==> src/logic/fpd_map.svh <==
/*
  constants of the front panel display and key controller: timing figures
  and derived cycle counts. assumes a 25 MHz system clock.
*/
`ifndef FPD_MAP_SVH
`define FPD_MAP_SVH

// ----------------------------------------
// clock and timing
// ----------------------------------------
`define FPD_CLOCK_HZ        25000000
`define FPD_SHOW_TIME_MS    1000
`define FPD_LIGHT_TIME_MS   60000
`define FPD_DEBOUNCE_US     10000
`define FPD_SHOW_CYCLES     ((`FPD_CLOCK_HZ / 1000) * `FPD_SHOW_TIME_MS)
`define FPD_LIGHT_CYCLES    ((`FPD_CLOCK_HZ / 1000) * `FPD_LIGHT_TIME_MS)
`define FPD_DEBOUNCE_CYCLES ((`FPD_CLOCK_HZ / 1000000) * `FPD_DEBOUNCE_US)

// ----------------------------------------
// key indices
// ----------------------------------------
`define FPD_KEY_ENTER 0
`define FPD_KEY_UP    1
`define FPD_KEY_DOWN  2
`define FPD_KEY_ESC   3
`define FPD_NUM_KEYS  4

`endif

==> src/logic/fpd_pkg.sv <==
/*
  types of the front panel display and key controller.
  assumes nothing of its surroundings.
*/
package fpd_pkg;

  // ----------------------------------------
  // display modes
  // ----------------------------------------
  typedef enum logic [0:0] {
    FPD_CYCLING,
    FPD_HELD
  } fpd_mode_t;

endpackage

==> src/logic/fpd_panel.sv <==
/*
  front panel controller: picks the status parameter shown on the display,
  steps through the list automatically or under key control, and drives
  the backlight with an inactivity timeout.
  assumes keys are active high (they may be asynchronous to CLOCK), and that the
  display driver shows the parameter whose index is on PARAM_SEL.
*/
// Notes on behaviour
// display shows unit statuses, buses and I/O ports, chosen from a parameter list
// after reset the backlight is on and the mode is automatic cycling
// cycling shows each parameter about one second, then moves to the next, forever
// in cycling only Enter acts; Up, Down and Escape are ignored
// Enter in cycling holds the shown parameter and stops advancing
// held mode: Up selects previous parameter, Down selects next
// held mode: Escape returns to automatic cycling
// backlight goes off one minute after the last press; each press restarts it
// with the backlight off, any key switches it back on
// keys are synchronised, debounced, and each press acts once on its edge
// Up and Down wrap around at the ends of the parameter list
`timescale 1ns/100ps
`include "fpd_map.svh"

module fpd_panel #(
  parameter int NUM_PARAMS   = 16,
  parameter int SHOW_CYCLES  = `FPD_SHOW_CYCLES,
  parameter int LIGHT_CYCLES = `FPD_LIGHT_CYCLES,
  parameter int DEB_CYCLES   = `FPD_DEBOUNCE_CYCLES
) (
  input  wire logic                          CLOCK,
  input  wire logic                          RESETN,
  input  wire logic [`FPD_NUM_KEYS-1:0]      KEYS,
  output logic      [$clog2(NUM_PARAMS)-1:0] PARAM_SEL,
  output logic                               HELD,
  output logic                               BACKLIGHT
);

  localparam int PW = $clog2(NUM_PARAMS);
  localparam int NK = `FPD_NUM_KEYS;
  localparam logic [PW-1:0] LAST = PW'(NUM_PARAMS - 1);

  // ----------------------------------------
  // state
  // ----------------------------------------
  typedef struct packed {
    logic [NK-1:0]      sync1;
    logic [NK-1:0]      sync2;
    logic [NK-1:0]      stable;
    logic [NK-1:0][23:0] deb;
    fpd_pkg::fpd_mode_t mode;
    logic [PW-1:0]      sel;
    logic [31:0]        show;
    logic [31:0]        light;
    logic               lit;
  } fpd_state_t;

  fpd_state_t st;
  fpd_state_t next_st;
  logic [NK-1:0] press;

  // ----------------------------------------
  // debounce, one per key
  // ----------------------------------------
  // counter width covers 10 ms at 25 MHz with room to spare
  // a held key gives one pulse: stable only follows sync2 after a full quiet count
  genvar k;
  generate
    for (k = 0; k < NK; k++)
    begin : g_key
      assign press[k] = st.sync2[k] && !st.stable[k]
                        && st.deb[k] == 24'(DEB_CYCLES - 1);
    end
  endgenerate

  always_comb
  begin
    next_st = st;
    next_st.sync1 = KEYS;
    next_st.sync2 = st.sync1;
    for (int i = 0; i < NK; i++)
    begin
      if (st.sync2[i] == st.stable[i])
        next_st.deb[i] = 24'h000000;
      else if (st.deb[i] == 24'(DEB_CYCLES - 1))
      begin
        next_st.deb[i] = 24'h000000;
        next_st.stable[i] = st.sync2[i];
      end
      else
        next_st.deb[i] = st.deb[i] + 24'h000001;
    end

    // backlight: any press relights and restarts the timeout
    if (|press)
    begin
      next_st.lit = 1'b1;
      next_st.light = 32'h00000000;
    end
    else if (st.lit)
    begin
      if (st.light == 32'(LIGHT_CYCLES - 1))
        next_st.lit = 1'b0;
      else
        next_st.light = st.light + 32'h00000001;
    end

    // parameter selection; the list feeds the display driver
    case (st.mode)
      fpd_pkg::FPD_CYCLING:
      begin
        if (press[`FPD_KEY_ENTER])
        begin
          next_st.mode = fpd_pkg::FPD_HELD;
          next_st.show = 32'h00000000;
        end
        else if (st.show == 32'(SHOW_CYCLES - 1))
        begin
          next_st.show = 32'h00000000;
          next_st.sel = (st.sel == LAST) ? '0 : st.sel + PW'(1);
        end
        else
          next_st.show = st.show + 32'h00000001;
      end
      fpd_pkg::FPD_HELD:
      begin
        if (press[`FPD_KEY_ESC])
        begin
          next_st.mode = fpd_pkg::FPD_CYCLING;
          next_st.show = 32'h00000000;
        end
        else if (press[`FPD_KEY_UP])
          next_st.sel = (st.sel == '0) ? LAST : st.sel - PW'(1);
        else if (press[`FPD_KEY_DOWN])
          next_st.sel = (st.sel == LAST) ? '0 : st.sel + PW'(1);
      end
      default:
        next_st.mode = fpd_pkg::FPD_CYCLING;
    endcase
  end

  always_ff @(posedge CLOCK)
  begin
    if (!RESETN)
    begin
      st <= '0;
      st.mode <= fpd_pkg::FPD_CYCLING;
      st.lit <= 1'b1;
    end
    else
      st <= next_st;
  end

  assign PARAM_SEL = st.sel;
  assign HELD = (st.mode == fpd_pkg::FPD_HELD);
  assign BACKLIGHT = st.lit;
endmodule

==> config.mk <==
export PLATFORM = sky130hd
export DESIGN_NAME = fpd_panel
export DESIGN_NICKNAME = d
export VERILOG_FILES = /design/src/logic/fpd_pkg.sv /design/src/logic/fpd_panel.sv
export VERILOG_INCLUDE_DIRS = /design/src /design/src/logic
export SDC_FILE = /design/constraint.sdc
export NUM_CORES = 1
export LEC_CHECK = 0
export ABC_CLOCK_PERIOD_IN_PS = 3000
export BUFFER_PORTS_ARGS = -buffer_cell sky130_fd_sc_hd__buf_2
export CAP_MARGIN = 25
export CORE_MARGIN = 10
export CORE_UTILIZATION = 63
export DETAILED_ROUTE_END_ITERATION = 10
export PLACE_DENSITY = 0.81
export SYNTH_ARGS = -nofsm -noshare
export SYNTH_HDL_FRONTEND = slang
export SYNTH_SLANG_ARGS = --single-unit
==> constraint.sdc <==
create_clock -name CLOCK -period 3 [get_ports CLOCK]
set_input_delay 0.45 -clock CLOCK [delete_from_list [all_inputs] [get_ports CLOCK]]
set_output_delay 0.45 -clock CLOCK [all_outputs]
set_load 0.05 [all_outputs]
==> results by stage <==
Outcome:
- The run finished with clean final reports.

Logic synthesis:
- The share of async-settable or async-resettable flops after synthesis is 0%.
- The post-synthesis cell count is 1000.
- The commonest register cell after synthesis is sky130_fd_sc_hd__dfxtp_1.
- The total of flip-flops plus latches after synthesis is roughly 180.
- Yosys mapped the design onto approximately 60 distinct sky130hd cell types.
- The Yosys step of the flow raised 0 warnings.
- The total standard cell area after synthesis is ~0.0085 mm².
- The biggest area consumer among synthesized cells is sky130_fd_sc_hd__dfxtp_1.
- After synthesis, the cell types taking the most area are sky130_fd_sc_hd__dfxtp_1, sky130_fd_sc_hd__nor2_1, sky130_fd_sc_hd__xor2_1.
- The mean instance size in the synthesized netlist is approximately 8.5 µm².
- The number of synthesized flops with an enable pin is 0.
- The sequential-to-total area share from yosys stat is between 40% and 50%.
- Of the post-synthesis cell area, the dominant cell type holds a little over two fifths.
- The net count of the mapped netlist is slightly above 1000.

STA:
- After routing, the total negative slack on setup checks comes to 0 ns.
- The count of final max-slew check failures is 0.
- The clock tree skew after final layout is 0.00846 ns.
- The worst slew margin relative to its limit is 44.4%.
- The slew at the pin closest to its max-slew limit is about 0.83 ns.
- The total count of hold-check failures in the final report is 0.
- The minimum clock period is 2.61 ns.
- The number of failing setup endpoints in the final timing report is 0.
- The highest clock rate is 383 MHz.
- The post-route fraction of the period consumed by the critical path is between 80 and 90%.
- Setup repair after global routing left no endpoint under its margin.
- The post-route worst hold slack is ~0.22 ns.

Worst setup path:
- The slowest stage of the critical path is the sky130_fd_sc_hd__nor2_2 cell.
- The worst path arrival time is between 2 and 3 ns.
- Traced cell by cell, the critical path runs through ha_1, nand3_1, nor3_2, a31o_1, nor2_2, buf_4, a21oi_1, a211oi_1.
- The largest single stage delay on the critical path is just under 0.6 ns.
- The kind of end point of the critical path is a register.
- In this run the worst path has a maximum fanout of 33.
- The required arrival time at the worst endpoint is ~3.3 ns.
- The critical path class is reg2reg.
- The startpoint type of the worst setup path is a register.

Clock tree:
- The CTS root buffer is sky130_fd_sc_hd__clkbuf_16.
- The CTS clock-pin slew for the worst setup and hold paths is 0.07 ns.
- The quantity of gates resized following cts is 0.
- For this design, the CTS-stage hold fixing added 0 buffers.
- No sink is reached through more buffers than the 2 on the longest clock path.
- TritonCTS built the clock tree.
- The count of buffers added by post-CTS timing repair for setup is 0.
- Clock tree synthesis inserted a total of 17 buffers.
- For the worst-skew pair, the clock arrives at the later sink with an insertion delay of approximately 0.44 ns.
- CTS built an H-tree with a depth of 4.
- Clock tree synthesis found a total of between 150 and 200 sinks.

Power:
- Dividing total power by cell area gives a power density of ~490 mW/mm².
- For this design the static power due to leakage is roughly 3 nW.
- The peak ir drop on the vdd network is around 410 µV.

Place:
- During placement, the flow inserted port buffers numbering 11.
- The sum of net half-perimeters after detailed placement is roughly 11 mm.
- The final RePlAce weighted congestion is about 0.83.

Floorplanning:
- The count of standard-cell rows is 42.
- The die is about 140 µm tall.
- The area of the die is 0.0185 mm².
- The horizontal die dimension is about 140 µm.
- Pin placement for this block handled 12 I/O pins.
- The region available for standard cell placement spans between 0.01 and 0.015 mm².
- The starting density of the core is 64.1%.

Cells and area:
- The post-route netlist has between 6 and 7% of its cells at a drive strength greater than 1.
- The total area of sequential cells is around 0.0036 mm².
- The library cell used most frequently in the layout, excluding fill and tap cells, is sky130_fd_sc_hd__dfxtp_1.
- For this run, the post-layout net count is a little over 1000.
- The number of inserted diodes is 0.
- The area growth from synthesis to layout is 7.94%.
- Cells fill ~70% of the core in the end.
- Summing all multi-input logic gate instances after layout gives 0.00460 mm².
- The top cell types in the final layout, fill and taps aside, are sky130_fd_sc_hd__dfxtp_1, sky130_fd_sc_hd__nor2_1, sky130_fd_sc_hd__nand2_1, sky130_fd_sc_hd__xor2_1, sky130_fd_sc_hd__nand3_1.
- Counting the fill cells in the layout gives about 1000.

Run:
- The tool flagged a number of max-cap violations equal to 0.

Drt:
- In the routed design, unresolved DRC markers number 0.
- After detailed routing, the average wire length per cell comes to about 14 µm.
- The number of detailed-route iterations in the first pass is 5.
- The sum of routed wire length over all layers is about 17 mm.
- The via density per instance is roughly 5.9.
- The detailed router finished its first iteration with between 400 and 500 violations.
- Once detail routing completed, the nets flagged for antenna violations numbered 0.
- The routed layout has between 6000 and 7000 vias.

GRT:
- The first global-routing pass estimated approximately 29 mm of wire.
- The global router's overall resource usage is between 10% and 20%.
- The initial antenna violation count is 0.
- The pin count of the biggest net entering global routing is 35.
- The number of global-route vias before repair is around 6400.
- The leftover overflow at the end of global routing is 0.

Hold path:
- The type of the tightest min-delay check is in2reg.
[layer usage]
metal  wire length, µm  share of wire (%)  up-vias  GRT usage [%]
li1                  -                  -     3531              -
met1              8070                 48     3229           23.5
met2              7750                 46      133           29.8
met3               627                3.7       28           4.32
met4               293                1.8        0           6.39
met5                 0                  0        -              0
[where the power goes]
group | switching, mW | total, mW | internal [mW]
clock network | 0.934 | 2.03 | 1.10
registers | 0.0123 | 2.39 | 2.38
logic | 0.0441 | 0.0663 | 0.0222
[through the flow]
stage,instance area [µm²],cells,total power [mW],worst slack (ns)
after floorplan,8480,1000,2.49,0.906
after global placement,8620,1151,2.51,0.511
after detailed placement,8620,1151,2.51,0.430
after CTS,9160,1183,4.53,0.395
after global routing,9160,1183,4.63,0.168
final,9160,1183,4.49,0.387
[final timing paths]
kind                      from            to  slack [ns]  cells past startpoint
setup / recovery        st[70]        st[38]        0.39                      8
hold / removal         KEYS[0]  next_st[170]        0.22                      2
setup reg to reg        st[70]        st[38]        0.39                      8
hold reg to reg   next_st[170]       st[170]        0.44                      1
[worst max-delay path: cells and delay by family, from the launching register on]
| family | cells | cell delay, ns |
|---|---|---|
| simple gates | 3 | 0.84 |
| compound gates | 3 | 0.67 |
| buf+inv | 1 | 0.42 |
| flops | 1 | 0.32 |
| fa+ha+maj | 1 | 0.24 |
[layout make-up]
cell class | count | area share, %
clock buffer | 20 | 4.99
clock inverter | 12 | 0.916
inverter | 26 | 1.07
multi-input combinational | 749 | 50.2
sequential | 178 | 38.9
tap | 176 | 2.41
timing repair buffer | 22 | 1.50
[logic make-up (layout without fill, tap and decap cells)]
family	count (synthesis)	after routing	share of synthesized area (%)
and+or+nand+nor	510	510	31.4
DFF	178	178	42.0
xor gates and xnor gates	111	111	11.5
AOI/OAI and AO/OA	110	110	8.83
buffers and inverters	73	80	3.83
adders and majority gates	12	12	1.77
muxes	6	6	0.723
[state kept, by name, summed over array words and instances, names as in the netlist]
name       count
BACKLIGHT      1
HELD           1
PARAM_SEL      4
next_st        4
st           168
[Yosys cell counts, types with 16 or more instances]
library cell / n
sky130_fd_sc_hd__a311oi_1: 17
sky130_fd_sc_hd__clkbuf_1: 24
sky130_fd_sc_hd__nand4_1: 42
sky130_fd_sc_hd__nand2_1: 84
sky130_fd_sc_hd__xor2_1: 58
sky130_fd_sc_hd__nand3_1: 55
sky130_fd_sc_hd__buf_2: 16
sky130_fd_sc_hd__inv_1: 25
sky130_fd_sc_hd__nor3_1: 26
sky130_fd_sc_hd__nor4_1: 17
sky130_fd_sc_hd__a21oi_1: 32
sky130_fd_sc_hd__dfxtp_1: 178
sky130_fd_sc_hd__o21ai_0: 22
sky130_fd_sc_hd__nor2_1: 161
sky130_fd_sc_hd__xnor2_1: 53
sky130_fd_sc_hd__and3_1: 32
Power figures use the tool's default switching activity.
